===== src/gsdf_pkg.sv =====
// Constants, register map and lookup tables for the gain and frame data format block.
package gsdf_pkg;

  // ----------------------------------------------------------------
  // Register indices; byte address is four times the index.
  // ----------------------------------------------------------------
  localparam int            ADDR_W     = 10;
  localparam logic [7:0]    IDX_FORMAT = 8'h07;
  localparam logic [7:0]    IDX_COARSE = 8'h08;
  localparam logic [7:0]    IDX_MULT   = 8'h0a;
  localparam logic [7:0]    IDX_MODE   = 8'h1c;
  localparam logic [7:0]    IDX_STATUS = 8'h30;
  localparam logic [7:0]    IDX_LAST   = 8'h31;

  // ----------------------------------------------------------------
  // Field positions and values after reset.
  // ----------------------------------------------------------------
  localparam int            FMT_LSB    = 3;
  localparam int            COARSE_LSB = 2;
  localparam int            MULT_LSB   = 0;
  localparam int            MODE_BIT   = 3;
  localparam logic [1:0]    FMT_RST    = 2'h0;
  localparam logic [3:0]    COARSE_RST = 4'h0;
  localparam logic [11:0]   MULT_RST   = 12'h000;
  localparam logic          MODE_RST   = 1'b0;
  localparam logic [7:0]    CNT_RST    = 8'h00;

  // ----------------------------------------------------------------
  // Frame formats, nibble counts and output mode.
  // ----------------------------------------------------------------
  localparam logic [1:0]    FMT_CNT_INV  = 2'h0;
  localparam logic [1:0]    FMT_CNT_ZERO = 2'h1;
  localparam logic [1:0]    FMT_TEMP     = 2'h2;
  localparam logic [1:0]    FMT_SHORT    = 2'h3;
  localparam logic [2:0]    NIB_FULL     = 3'h6;
  localparam logic [2:0]    NIB_SHORT    = 3'h3;
  localparam logic          MODE_SENT    = 1'b0;
  localparam logic          MODE_PWM     = 1'b1;

  // ----------------------------------------------------------------
  // Data path widths, FIFO depth and gain arithmetic constants.
  // ----------------------------------------------------------------
  localparam int            FIELD_W    = 16;
  localparam int            CODE_W     = 12;
  localparam int            FIFO_DEPTH = 32;
  localparam logic [13:0]   MULT_UNITY = 14'h1000;
  localparam logic [11:0]   MULT_MAX   = 12'hfff;
  localparam logic [11:0]   OUT_MID    = 12'h800;
  localparam logic [11:0]   OUT_TOP    = 12'hfff;

  // Sensitivity in output codes per gauss, Q16 (percent/100 * 4096 * 65536).
  localparam logic [21:0] SENS_Q16 [16] = '{
    22'd268435, 22'd893890, 22'd671089, 22'd536871,
    22'd448287, 22'd335544, 22'd214748, 22'd179852,
    22'd153008, 22'd134218, 22'd107374, 22'd88584,
    22'd77846,  22'd67109,  22'd1342177, 22'd59652};

  // Sampled span in gauss, symmetric about the centre.
  localparam logic [11:0] SPAN_G [16] = '{
    12'd500,  12'd150,  12'd200,  12'd250,
    12'd300,  12'd400,  12'd625,  12'd750,
    12'd875,  12'd1000, 12'd1250, 12'd1500,
    12'd1750, 12'd2000, 12'd100,  12'd2250};

  // Bus slave answer state.
  typedef enum logic [1:0] {
    APB_IDLE = 2'b01,
    APB_DONE = 2'b10
  } gsdf_apb_t;

endpackage


===== src/gsdf_top.sv =====
// Sensor output path: APB registers, sample FIFO, gain stage and frame builder.
//
// Our own choice: register access over APB.
`timescale 1ns/10ps
module gsdf_top (
  input  wire logic                     clk,
  input  wire logic                     nrst,
  // APB slave.
  input  wire logic                     psel,
  input  wire logic                     penable,
  input  wire logic                     pwrite,
  input  wire logic [gsdf_pkg::ADDR_W-1:0] paddr,
  input  wire logic [31:0]              pwdata,
  output logic [31:0]                   prdata,
  output logic                          pready,
  output logic                          pslverr,
  // Compensated field samples in gauss.
  input  wire logic [15:0]              sample_data,
  input  wire logic                     sample_valid,
  output logic                          sample_ready,
  // Present temperature reading and status nibble from other logic.
  input  wire logic [11:0]              temp_data,
  input  wire logic [3:0]               status_nibble,
  // SENT frame towards the tick transmitter.
  output logic                          frame_valid,
  input  wire logic                     frame_ready,
  output logic [3:0]                    frame_status,
  output logic [23:0]                   frame_nibbles,
  output logic [2:0]                    frame_nibble_count,
  // PWM duty towards the PWM generator.
  output logic                          pwm_select,
  output logic [11:0]                   pwm_duty,
  output logic                          pwm_update
);

  // ----------------------------------------------------------------
  // Declarations.
  // ----------------------------------------------------------------
  logic [1:0]            frame_data_format;
  logic [3:0]            coarse_gain_select;
  logic [11:0]           gain_multiplier;
  logic                  output_mode;
  logic [7:0]            frame_counter;
  logic [11:0]           last_code;
  logic                  sample_ready_q;
  gsdf_pkg::gsdf_apb_t   apb_state;
  logic [7:0]            reg_idx;
  logic                  idx_hit;
  logic                  mapped;
  logic                  wr_take;
  logic                  rd_take;
  logic [31:0]           next_rdata;
  logic [15:0]           fifo_data;
  logic                  fifo_valid;
  logic                  fifo_ready;
  logic [5:0]            fifo_level;
  logic [11:0]           gain_code;
  logic                  gain_valid;
  logic                  gain_ready;
  logic                  slot_free;
  logic                  take_code;
  logic                  frame_done;
  logic [3:0]            nib1;
  logic [23:0]           next_nibbles;
  logic [2:0]            next_count;

  // ----------------------------------------------------------------
  // APB decode.
  // ----------------------------------------------------------------

  // Registers sit one per aligned word; a misaligned address is unmapped.
  assign reg_idx = paddr[9:2];
  assign idx_hit = (paddr[1:0] == 2'h0);

  always_comb begin
    mapped = 1'b0;
    if (idx_hit) begin
      case (reg_idx)
        gsdf_pkg::IDX_FORMAT: mapped = 1'b1;
        gsdf_pkg::IDX_COARSE: mapped = 1'b1;
        gsdf_pkg::IDX_MULT:   mapped = 1'b1;
        gsdf_pkg::IDX_MODE:   mapped = 1'b1;
        gsdf_pkg::IDX_STATUS: mapped = 1'b1;
        gsdf_pkg::IDX_LAST:   mapped = 1'b1;
        default:              mapped = 1'b0;
      endcase
    end
  end

  // A request is taken in its first access cycle; pready rises one cycle later.
  assign wr_take = psel && penable && !pready && pwrite && mapped;
  assign rd_take = psel && penable && !pready && !pwrite;

  // Answer state: one wait state, then a single pready cycle.
  always_ff @(posedge clk or negedge nrst) begin
    if (!nrst) begin
      apb_state <= gsdf_pkg::APB_IDLE;
      pready    <= 1'b0;
      pslverr   <= 1'b0;
    end else begin
      case (apb_state)
        gsdf_pkg::APB_IDLE: begin
          if (psel && penable) begin
            apb_state <= gsdf_pkg::APB_DONE;
            pready    <= 1'b1;
            pslverr   <= !mapped;
          end else begin
            pready  <= 1'b0;
            pslverr <= 1'b0;
          end
        end
        gsdf_pkg::APB_DONE: begin
          apb_state <= gsdf_pkg::APB_IDLE;
          pready    <= 1'b0;
          pslverr   <= 1'b0;
        end
        default: begin
          apb_state <= gsdf_pkg::APB_IDLE;
          pready    <= 1'b0;
          pslverr   <= 1'b0;
        end
      endcase
    end
  end

  // ----------------------------------------------------------------
  // Configuration registers.
  // ----------------------------------------------------------------

  // Fields reset to their unprogrammed values; other bits of a word are ignored.
  always_ff @(posedge clk or negedge nrst) begin
    if (!nrst) begin
      frame_data_format  <= gsdf_pkg::FMT_RST;
      coarse_gain_select <= gsdf_pkg::COARSE_RST;
      gain_multiplier    <= gsdf_pkg::MULT_RST;
      output_mode        <= gsdf_pkg::MODE_RST;
    end else if (wr_take) begin
      case (reg_idx)
        gsdf_pkg::IDX_FORMAT: begin
          frame_data_format <= pwdata[gsdf_pkg::FMT_LSB +: 2];
        end
        gsdf_pkg::IDX_COARSE: begin
          coarse_gain_select <= pwdata[gsdf_pkg::COARSE_LSB +: 4];
        end
        gsdf_pkg::IDX_MULT: begin
          gain_multiplier <= pwdata[gsdf_pkg::MULT_LSB +: 12];
        end
        gsdf_pkg::IDX_MODE: begin
          output_mode <= pwdata[gsdf_pkg::MODE_BIT];
        end
        default: begin
          output_mode <= output_mode;
        end
      endcase
    end
  end

  // Read mux; status words show the block's own state.
  always_comb begin
    next_rdata = 32'h0000_0000;
    if (idx_hit) begin
      case (reg_idx)
        gsdf_pkg::IDX_FORMAT: next_rdata[gsdf_pkg::FMT_LSB +: 2] = frame_data_format;
        gsdf_pkg::IDX_COARSE: next_rdata[gsdf_pkg::COARSE_LSB +: 4] = coarse_gain_select;
        gsdf_pkg::IDX_MULT:   next_rdata[gsdf_pkg::MULT_LSB +: 12] = gain_multiplier;
        gsdf_pkg::IDX_MODE:   next_rdata[gsdf_pkg::MODE_BIT] = output_mode;
        gsdf_pkg::IDX_STATUS: next_rdata = {18'h00000, fifo_level, frame_counter};
        gsdf_pkg::IDX_LAST:   next_rdata = {20'h00000, last_code};
        default:              next_rdata = 32'h0000_0000;
      endcase
    end
  end

  // Read data are captured with the request and held until the next read.
  always_ff @(posedge clk or negedge nrst) begin
    if (!nrst) begin
      prdata <= 32'h0000_0000;
    end else if (rd_take) begin
      prdata <= next_rdata;
    end
  end

  // ----------------------------------------------------------------
  // Sample buffer and gain stage.
  // ----------------------------------------------------------------

  gsdf_fifo #(
    .WIDTH (gsdf_pkg::FIELD_W),
    .DEPTH (gsdf_pkg::FIFO_DEPTH)
  ) u_fifo (
    .clk       (clk),
    .nrst      (nrst),
    .in_data   (sample_data),
    .in_valid  (sample_valid && sample_ready_q),
    .in_ready  (),
    .out_data  (fifo_data),
    .out_valid (fifo_valid),
    .out_ready (fifo_ready),
    .level     (fifo_level)
  );

  // Ready is registered to meet the flop-output style; it lags one cycle,
  // so with a sample on every cycle it drops only as the last entry fills.
  always_ff @(posedge clk or negedge nrst) begin
    if (!nrst) begin
      sample_ready_q <= 1'b0;
    end else begin
      sample_ready_q <= (fifo_level < 6'(gsdf_pkg::FIFO_DEPTH - 1));
    end
  end

  assign sample_ready = sample_ready_q;

  // Gain settings apply to samples as they leave the buffer.
  gsdf_gain_mult u_gain (
    .clk       (clk),
    .nrst      (nrst),
    .field     (signed'(fifo_data)),
    .coarse    (coarse_gain_select),
    .mult      (gain_multiplier),
    .in_valid  (fifo_valid),
    .in_ready  (fifo_ready),
    .out_code  (gain_code),
    .out_valid (gain_valid),
    .out_ready (gain_ready)
  );

  // ----------------------------------------------------------------
  // Frame builder and PWM duty.
  // ----------------------------------------------------------------

  // In SENT mode a new code is taken only once the previous frame has gone, so a slow
  // transmitter stalls the gain stage and, behind it, the buffer.
  assign frame_done = frame_valid && frame_ready;
  assign slot_free  = !frame_valid || frame_ready;
  assign gain_ready = (output_mode == gsdf_pkg::MODE_PWM) || slot_free;
  assign take_code  = gain_valid && gain_ready;
  assign nib1       = gain_code[11:8];

  // Nibble 1 is the most significant field nibble and sits in bits 23:20.
  always_comb begin
    next_nibbles = {gain_code, 12'h000};
    next_count   = gsdf_pkg::NIB_FULL;
    case (frame_data_format)
      gsdf_pkg::FMT_CNT_INV: begin
        next_nibbles = {gain_code, frame_counter + 8'(frame_done), ~nib1};
      end
      gsdf_pkg::FMT_CNT_ZERO: begin
        next_nibbles = {gain_code, frame_counter + 8'(frame_done), 4'h0};
      end
      gsdf_pkg::FMT_TEMP: begin
        next_nibbles = {gain_code, temp_data};
      end
      gsdf_pkg::FMT_SHORT: begin
        next_nibbles = {gain_code, 12'h000};
        next_count   = gsdf_pkg::NIB_SHORT;
      end
      default: begin
        next_nibbles = {gain_code, 12'h000};
        next_count   = gsdf_pkg::NIB_FULL;
      end
    endcase
  end

  // Frame register; status nibble passes through whatever the format is.
  always_ff @(posedge clk or negedge nrst) begin
    if (!nrst) begin
      frame_valid        <= 1'b0;
      frame_nibbles      <= 24'h000000;
      frame_nibble_count <= gsdf_pkg::NIB_FULL;
      frame_status       <= 4'h0;
    end else if (output_mode == gsdf_pkg::MODE_SENT && take_code) begin
      frame_valid        <= 1'b1;
      frame_nibbles      <= next_nibbles;
      frame_nibble_count <= next_count;
      frame_status       <= status_nibble;
    end else if (frame_ready) begin
      frame_valid <= 1'b0;
    end
  end

  // Counter advances once per frame actually handed over.
  always_ff @(posedge clk or negedge nrst) begin
    if (!nrst) begin
      frame_counter <= gsdf_pkg::CNT_RST;
    end else if (frame_done) begin
      frame_counter <= frame_counter + 8'h01;
    end
  end

  // PWM path never stalls; each code refreshes the duty with a strobe.
  always_ff @(posedge clk or negedge nrst) begin
    if (!nrst) begin
      pwm_select <= gsdf_pkg::MODE_RST;
      pwm_duty   <= gsdf_pkg::OUT_MID;
      pwm_update <= 1'b0;
    end else begin
      pwm_select <= output_mode;
      pwm_update <= (output_mode == gsdf_pkg::MODE_PWM) && take_code;
      if (output_mode == gsdf_pkg::MODE_PWM && take_code) begin
        pwm_duty <= gain_code;
      end
    end
  end

  // Last output code, for software to read back.
  always_ff @(posedge clk or negedge nrst) begin
    if (!nrst) begin
      last_code <= gsdf_pkg::OUT_MID;
    end else if (take_code) begin
      last_code <= gain_code;
    end
  end

endmodule


===== src/gsdf_fifo.sv =====
// Parameterised FIFO with a registered read port.
`timescale 1ns/10ps
module gsdf_fifo #(
  parameter int WIDTH = 16,
  parameter int DEPTH = 32
) (
  input  wire logic                     clk,
  input  wire logic                     nrst,
  input  wire logic [WIDTH-1:0]         in_data,
  input  wire logic                     in_valid,
  output logic                          in_ready,
  output logic [WIDTH-1:0]              out_data,
  output logic                          out_valid,
  input  wire logic                     out_ready,
  output logic [$clog2(DEPTH):0]        level
);

  localparam int AW = $clog2(DEPTH);

  logic [WIDTH-1:0] mem [DEPTH];
  logic [AW-1:0]    wptr;
  logic [AW-1:0]    rptr;
  logic [AW:0]      cnt;
  logic             push;
  logic             pop;

  // Full is taken from the storage count, so back-pressure is exact.
  assign in_ready = (cnt != AW'(0) + (AW+1)'(DEPTH));
  assign push     = in_valid && in_ready;
  assign pop      = (cnt != '0) && (!out_valid || out_ready);
  assign level    = cnt;

  // Storage array is written only; it carries no reset.
  always_ff @(posedge clk) begin
    if (push) begin
      mem[wptr] <= in_data;
    end
  end

  // Pointers and occupancy.
  always_ff @(posedge clk or negedge nrst) begin
    if (!nrst) begin
      wptr <= '0;
      rptr <= '0;
      cnt  <= '0;
    end else begin
      if (push) begin
        wptr <= wptr + AW'(1);
      end
      if (pop) begin
        rptr <= rptr + AW'(1);
      end
      cnt <= cnt + (AW+1)'(push) - (AW+1)'(pop);
    end
  end

  // Read data leave through a register to keep the memory path short.
  always_ff @(posedge clk or negedge nrst) begin
    if (!nrst) begin
      out_valid <= 1'b0;
      out_data  <= '0;
    end else if (pop) begin
      out_valid <= 1'b1;
      out_data  <= mem[rptr];
    end else if (out_ready) begin
      out_valid <= 1'b0;
    end
  end

endmodule


===== src/gsdf_gain_mult.sv =====
// One-stage gain unit: span clamp, coarse sensitivity and fine multiplier.
`timescale 1ns/10ps
module gsdf_gain_mult (
  input  wire logic                            clk,
  input  wire logic                            nrst,
  input  wire logic signed [gsdf_pkg::FIELD_W-1:0] field,
  input  wire logic [3:0]                      coarse,
  input  wire logic [11:0]                     mult,
  input  wire logic                            in_valid,
  output logic                                 in_ready,
  output logic [gsdf_pkg::CODE_W-1:0]          out_code,
  output logic                                 out_valid,
  input  wire logic                            out_ready
);

  logic signed [16:0] span;
  logic signed [16:0] clamped;
  logic signed [39:0] prod1;
  logic signed [22:0] scaled;
  logic signed [14:0] mfac;
  logic signed [37:0] prod2;
  logic signed [25:0] fine;
  logic signed [25:0] code;
  logic [11:0]        next_code;

  // Input outside the selected span is held at the span edge.
  always_comb begin
    span    = 17'(signed'({5'h00, gsdf_pkg::SPAN_G[coarse]}));
    clamped = 17'(field);
    if (clamped > span) begin
      clamped = span;
    end else if (clamped < -span) begin
      clamped = -span;
    end
  end

  // Coarse sensitivity, then multiplier; top code is lifted so it doubles exactly.
  always_comb begin
    prod1  = clamped * signed'({1'b0, gsdf_pkg::SENS_Q16[coarse]});
    scaled = prod1[38:16];
    mfac   = signed'({1'b0, gsdf_pkg::MULT_UNITY + 14'(mult)
                           + 14'(mult == gsdf_pkg::MULT_MAX)});
    prod2  = scaled * mfac;
    fine   = prod2[37:12];
    code   = fine + 26'(gsdf_pkg::OUT_MID);
    if (code < 26'sd0) begin
      next_code = 12'h000;
    end else if (code > 26'(gsdf_pkg::OUT_TOP)) begin
      next_code = gsdf_pkg::OUT_TOP;
    end else begin
      next_code = code[11:0];
    end
  end

  assign in_ready = !out_valid || out_ready;

  // Result register; holds until the consumer takes it.
  always_ff @(posedge clk or negedge nrst) begin
    if (!nrst) begin
      out_valid <= 1'b0;
      out_code  <= gsdf_pkg::OUT_MID;
    end else if (in_ready) begin
      out_valid <= in_valid;
      if (in_valid) begin
        out_code <= next_code;
      end
    end
  end

endmodule


===== config.mk =====
export PLATFORM = sky130hd
export DESIGN_NAME = gsdf_top
export DESIGN_NICKNAME = d
export VERILOG_FILES = /design/src/gsdf_pkg.sv /design/src/gsdf_top.sv /design/src/gsdf_fifo.sv /design/src/gsdf_gain_mult.sv
export SDC_FILE = /design/constraint.sdc
export NUM_CORES = 2
export LEC_CHECK = 0
export ABC_AREA = 1
export BUFFER_PORTS_ARGS = -buffer_cell sky130_fd_sc_hd__clkbuf_2
export CAP_MARGIN = 20
export CORE_AREA = 2 2 293 295
export DETAILED_ROUTE_END_ITERATION = 7
export DIE_AREA = 0 0 295 297
export PLACE_DENSITY = 0.77
export SYNTH_ARGS = -nofsm -noshare
export SYNTH_HDL_FRONTEND = slang
export SYNTH_SLANG_ARGS = --single-unit

===== constraint.sdc =====
create_clock -name clk -period 40.1 [get_ports clk]
set_input_delay 2.005 -clock clk [delete_from_list [all_inputs] [get_ports clk]]
set_output_delay 2.005 -clock clk [all_outputs]
set_load 0.02 [all_outputs]

; Word level (Yosys, flattened, before mapping)
; Memory sizes are Yosys's and may differ from the RTL's. A register that Yosys moved wholly into a read port is not among the register bits.
; Cells that the tools add are included.
; W data, S select, Z words.
[word_totals]
register_bits = 152
ram_bits = 512
mem_bits_ro = 544
inputBits = 81
elab_cells = 127
n_memories = 3
[op_classes]
n_addsub = 10
multipliers = 2
order_cmp = 6
n_eq_ne = 13
n_mux = 32
n_bitwise = 3
reduce_logical = 34
[memory_table]
columns = name, depth, word_bits, read_ports, rd_ports_with_merged_regs, wr, line
row1 = u_fifo.mem, 32, 16, 1, 1, 1, gsdf_fifo.sv:20  ; logic [WIDTH-1:0] mem [DEPTH];
row2 = (no name shown), 16, 22, 1, 0, 0, gsdf_gain_mult.sv:39  ; prod1 = clamped * signed'({1'b0, gsdf_pkg::SENS_Q16[coarse]});
row3 = (no name shown), 16, 12, 1, 0, 0, gsdf_gain_mult.sv:28  ; span = 17'(signed'({5'h00, gsdf_pkg::SPAN_G[coarse]}));
[op_table]
columns = cell, count
row1 = $pmux W24 S4, 1
row2 = $mux W12, 4
row3 = $mux W22, 2
row4 = $mul A17 B23 Y39, 1
row5 = $mul A23 B15 Y38, 1
row6 = $mux W17, 2
row7 = $add A26 B12 Y26 const B, 1
row8 = $gt A26 B12 Y1 const B, 1
row9 = $lt A26 B1 Y1 const B, 1
row10 = $pmux W6 S3, 1
row11 = $lt A16 B17 Y1, 1
row12 = $neg A12 Y17, 1
row13 = $eq A8 B4 Y1 const B, 2
row14 = $eq A8 B6 Y1 const B, 2
row15 = $gt A16 B13 Y1, 1
row16 = $add A13 B12 Y14 const A, 1
row17 = $add A14 B1 Y14, 1
row18 = $mux W14, 1
row19 = $eq A12 B12 Y1 const B, 1
row20 = $logic_and A1 B1 Y1, 12
row21 = $mux W1, 12
row22 = $add A5 B1 Y5 const B, 2
row23 = $reduce_and A2 Y1, 5
row24 = $add A8 B1 Y8, 1
row25 = 26 further kinds, 42

; Depth between registers and ports, before layout
[logic_depth]
depth_word = 14
depth_mapped = 99
depth_no_buf = 96

; By module
; From an unflattened synthesis, not the netlist that was laid out.
[unflattened]
cells_unflattened = 6064
hier_area_um2 = 53657.7
[modules_own_cells]
columns = mod, n_inst, cells_per_inst, area_per_inst_um2
row1 = gsdf_gain_mult, 1, 3356, 25779.7
row2 = gsdf_fifo, 1, 2142, 23127.2
row3 = gsdf_top, 1, 566, 4750.8

; Worst setup path before layout
; Ideal clock, no wire load.
[synth_path]
kind = flip-flop to flip-flop
startpoint = register coarse_gain_select[0]
endpoint = register u_gain.out_code[2] (netlist bit)
setup_ns = 0.117
arrival_ns = 14.826
required_time_ns = 39.983
slack_ns = 25.157
stages_incl_launch_ff = 83
n_path_buf = 3
path_cell_list = dfrtp_1 inv_1 ha_1 a21oi_1 clkinv_1 o21ai_0 inv_1 ha_1 nand2_2 nor2_1 xor2_1 ha_1 nand2_1 nor2_1 nand3_1 nor2_1 nor2_1 nand3_1 [47 not listed] a21oi_1 nand2_1 xor2_2 ha_1 nand3_1 nor2_2 nand3_2 nor2_2 inv_1 nand2_1 nand2_1 nor2_2 nand3_2 nor2_4 buf_6 nand2_1 nand2_1 nand2_1
[synth_via]
elab_chain_cells = 14
word_cells_on_any_way = 19
[synth_rtl]
columns = item, line
row1 = from (decl), gsdf_top.sv:40  ; logic [3:0] coarse_gain_select;
row2 = from (signal assigned), gsdf_top.sv:134  ; coarse_gain_select <= gsdf_pkg::COARSE_RST;
row3 = from (signal assigned), gsdf_top.sv:143  ; coarse_gain_select <= pwdata[gsdf_pkg::COARSE_LSB +: 4];
row4 = $not A4 Y5 (implied by the code) (*), "gsdf_gain_mult.sv:28, gsdf_gain_mult.sv:39"
row5 = $mem_v2 Z16 W12, --
row6 = $mux W12 (implied by the code) (2 in a row), gsdf_gain_mult.sv:28
row7 = $neg A12 Y17, "gsdf_gain_mult.sv:32, gsdf_gain_mult.sv:33"
row8 = $lt A16 B17 Y1, gsdf_gain_mult.sv:32  ; end else if (clamped < -span) begin
row9 = $mux W17, gsdf_gain_mult.sv:32
row10 = $mux W17, gsdf_gain_mult.sv:30  ; if (clamped > span) begin
row11 = $mul A17 B23 Y39 (*), gsdf_gain_mult.sv:39
row12 = $mul A23 B15 Y38 (*), gsdf_gain_mult.sv:43  ; prod2 = scaled * mfac;
row13 = $add A26 B12 Y26 (*), gsdf_gain_mult.sv:45  ; code = fine + 26'(gsdf_pkg::OUT_MID);
row14 = $gt A26 B12 Y1, gsdf_gain_mult.sv:48  ; end else if (code > 26'(gsdf_pkg::OUT_TOP)) begin
row15 = $mux W12, gsdf_gain_mult.sv:48
row16 = $mux W12 (*), gsdf_gain_mult.sv:46  ; if (code < 26'sd0) begin
row17 = to (signal assigned), gsdf_gain_mult.sv:61  ; out_code <= gsdf_pkg::OUT_MID;
row18 = to (signal assigned), gsdf_gain_mult.sv:65  ; out_code <= next_code;
row19 = to (decl), gsdf_gain_mult.sv:11  ; output logic [gsdf_pkg::CODE_W-1:0] out_code,
; Every way passes the cells marked *; elsewhere a longest branch is shown, timed or not. The select of a mux whose other input is x is not followed.
; A chain may end at the register's enable or synchronous reset.

; Worst setup path after layout
[layout_path]
startpoint = register coarse_gain_select[1]
endpoint = register u_gain.out_code[3] (netlist bit)
; The elaborated chain is that of the path after synthesis.

==> run summary <==
The run finished with clean final reports. Detailed placement finished with a half-perimeter wire length of 94000 um. The worst setup path is of the reg -> reg kind. The kind of cell adding the most delay to the critical path was adder cells.

The tools report the final count of pins violating max slew as 0. The floorplan step set the die height to 297 um. The via count of the first global-routing pass was 38495. In this run the most critical hold path is launched from u_fifo.level[5]. In this run the remaining antenna-violating nets after routing total 0. After the last flow step, the layout net total stands at 6360. The logs give 40.62 ns for the required time reported for the critical path endpoint and 661 for the number of sinks driven by the clock tree. The fraction of final layout cells with drive strength greater than 1 came out at 0.0685. The most common library cell in the layout ignoring fill and taps was sky130_fd_sc_hd__inv_1. In this run the cell area measured after placement is 0.0538 sq mm. The post-cts repair resize count is 0. The total negative setup slack was 0 ns. The final weighted congestion of routability-driven global placement was 0.954; the share of synthesized registers carrying an async set or reset was 0.225. After global routing the overflow that remains totals 0.

The register area share after synthesis was 0.368. The run gives 130000 um as the total wire length. The cell count after synthesis was 5350. The actual slew at the worst max-slew pin was 1.10 ns. In this design, the stage delay of the slowest critical-path cell is 0.71 ns. The run gives 0.0519 sq mm as the cell area after synthesis.

For this run, the leading register cell type out of synthesis is sky130_fd_sc_hd__edfxtp_1. The run gives 0 as the final-report hold violation count. The average wire per standard cell is 19.6 um, and the number of buffer and inverter instances along the worst setup path is 14.

The worst max-slew margin expressed relative to the limit is 0.269. Library cell contributing the largest single delay on the critical path: sky130_fd_sc_hd__dfrtp_1. The total track usage is 0.302. The path with the worst hold slack has its endpoint at sample_ready. The root buffer cell is sky130_fd_sc_hd__clkbuf_16. The worst register-to-register path ends at u_gain.out_code[3]. The worst setup path is captured at a register. Area of the core: 0.0845 sq mm. After detailed routing, the number of vias per cell comes to 5.81.

The layout overhead on the synthesized area came out at 7.04%. Hold repair after CTS inserted 0 buffers. The logs give 0 for the DRC violation count after routing and 0 for the count of max-cap constraint violations. The number of clock buffers added by TritonCTS is 53.

For this design the top-level I/O count stands at 162. The first detailed-routing pass took 6 iterations. Setup repair after global routing left no endpoint under its margin. The die is 295 um wide. The die covers 0.0876 sq mm. The Yosys step of the flow raised 0 warnings. The mean cell area of the mapped netlist works out to 9.70 sq um.

The tools report the wire length of the first global-routing pass as 207000 um. The worst register-to-register path has a depth of 72. For the number of antenna violations at the first check in global routing, the log shows 2. Maximum buffer depth of the clock tree: 3. Between clock sinks in the finished design, the worst skew comes to 0.0142 ns. Port buffering added 122 buffers.

Counting I/O delays and the setup requirement, the final critical path takes 18.40 ns. The final critical-path share of the clock period is 0.459. TritonCTS built the clock tree.

The number of setup buffers added after CTS is 0. The top cell types in the final layout, fill and taps aside, are sky130_fd_sc_hd__inv_1 (914), sky130_fd_sc_hd__nand2_1 (868), sky130_fd_sc_hd__nor2_1 (683). Distinct cell type count of the synthesized netlist: 65. Entering global routing, the biggest net connects 103 pins. The number of synthesized register bits works out to 661. The effective utilization at floorplan was 0.614. Based on the critical path, the design can be clocked at up to 54.4 MHz.

The later pin in the worst-skew pair is clocked with a latency of 0.59 ns. Setup violations remaining at the end of the flow were counted as 0. The number of cells traversed by the worst hold path came out at 1.

Data arrival time at the worst-slack endpoint: 18.92 ns. The class of the most critical hold timing path was reg -> reg. STA classifies the critical path startpoint as a register. The H-tree was split into 2 levels. The number of enable-type register cells in the synthesized netlist came out at 512. In this run the worst path has a maximum fanout of 21. The startpoint identified for the worst register-to-register timing path is coarse_gain_select[1]. After clock tree synthesis, the clock-pin slew on the worst setup and hold paths is 0.07 ns. The logs give 21.70 ns for the internal reg-to-reg setup slack and 0.0556 sq mm for the post-route cell area.

Across all layers, the routed design uses 38409 vias. For the iteration-0 DRC count of the detailed router, the log shows 3812. The floorplan has 107 rows.
-- through the flow --
step	setup slack, ns	hold WS (ns)	std cells	utilization
final	21.70	0.463	6607	0.658
after global routing	20.33	0.487	6605	0.658
after CTS	21.83	0.463	6604	0.658
after detailed placement	21.90	0.447	6504	0.636
after global placement	21.98	0.447	6504	0.636
after floorplan	25.16	0.395	5372	-
-- cell type report --
| cell class | count | area (sq um) |
|---|---|---|
| Fill cell | 6541 | 28900 |
| Sequential cell | 661 | 19100 |
| Clock buffer | 72 | 1480 |
| Clock inverter | 28 | 297 |
| Multi-Input combinational cell | 3551 | 28500 |
| Antenna cell | 2 | 5.00 |
| Timing Repair Buffer | 200 | 1200 |
| Tap cell | 1144 | 1430 |
| Inverter | 949 | 3560 |
-- worst register-to-register path: cells and delay by family (launching register included) --
kind,cells,cell delay (ns)
AOI/OAI and AO/OA,13,3.51
xor gates and xnor gates,1,0.20
adders and majority gates,18,7.92
buffers and inverters,14,2.13
DFF,1,0.71
and+or+nand+nor,26,3.84
-- cells by family (layout without fill, tap and decap cells) --
logic type,Yosys count,count (layout),share of synthesized area
compound gates,670,670,0.0794
flops,661,661,0.368
mux,106,106,0.0206
fa+ha+maj,863,863,0.293
xor+xnor,60,60,0.0106
other cells,2,26,0.000145
buf+inv,1160,1249,0.0856
simple gates,1828,1828,0.143
-- metal layers --
| layer | up-vias | track usage | wire, um |
|---|---|---|---|
| li1 | 17320 | - | - |
| met1 | 18955 | 0.413 | 50800 |
| met2 | 1811 | 0.494 | 62300 |
| met3 | 321 | 0.0422 | 11400 |
| met4 | 2 | 0.114 | 5250 |
| met5 | - | 0 | 13 |
-- registers in the layout (all words and copies together), names as in the netlist, 2 cells and up --
| name | count |
|---|---|
| apb_state | 2 |
| frame_status | 4 |
| frame_nibbles | 24 |
| u_fifo.level | 6 |
| u_fifo.out_data | 16 |
| coarse_gain_select | 4 |
| prdata | 14 |
| frame_nibble_count | 2 |
| u_gain.out_code | 12 |
| gain_multiplier | 12 |
| frame_data_format | 2 |
| u_fifo.mem | 512 |
| pwm_duty | 12 |
| u_fifo.rptr | 5 |
| u_fifo.wptr | 5 |
| frame_counter | 8 |
| last_code | 12 |
-- Yosys cell counts, types with 123 or more instances --
| cell | instances | area (sq um) |
|---|---|---|
| sky130_fd_sc_hd__inv_1 | 915 | 3430 |
| sky130_fd_sc_hd__nand2_1 | 868 | 3260 |
| sky130_fd_sc_hd__nor2_1 | 683 | 2560 |
| sky130_fd_sc_hd__fa_1 | 585 | 11700 |
| sky130_fd_sc_hd__edfxtp_1 | 512 | 15400 |
| sky130_fd_sc_hd__o21ai_0 | 295 | 1480 |
| sky130_fd_sc_hd__ha_1 | 278 | 3480 |
| sky130_fd_sc_hd__clkbuf_1 | 172 | 646 |
| sky130_fd_sc_hd__nand3_1 | 158 | 791 |
| sky130_fd_sc_hd__dfrtp_1 | 144 | 3600 |
| sky130_fd_sc_hd__a21oi_1 | 123 | 616 |
-- worst max-delay path by stage --
stage | end | cells after the start | slack, ns | from
4_1_cts | u_gain.out_code[3] | 77 | 21.83 | coarse_gain_select[1]
3_5_place_dp | u_gain.out_code[3] | 75 | 21.90 | coarse_gain_select[1]
5_1_grt | u_gain.out_code[3] | 77 | 20.33 | coarse_gain_select[1]
6_report | u_gain.out_code[3] | 72 | 21.70 | coarse_gain_select[1]
3_3_place_gp | u_gain.out_code[3] | 75 | 21.98 | coarse_gain_select[1]
2_1_floorplan | u_gain.out_code[2] | 82 | 25.16 | coarse_gain_select[0]
Power is left out: the tool's default activity adds up to more than one toggle a clock period on the data nets, which glitch-free logic cannot reach.
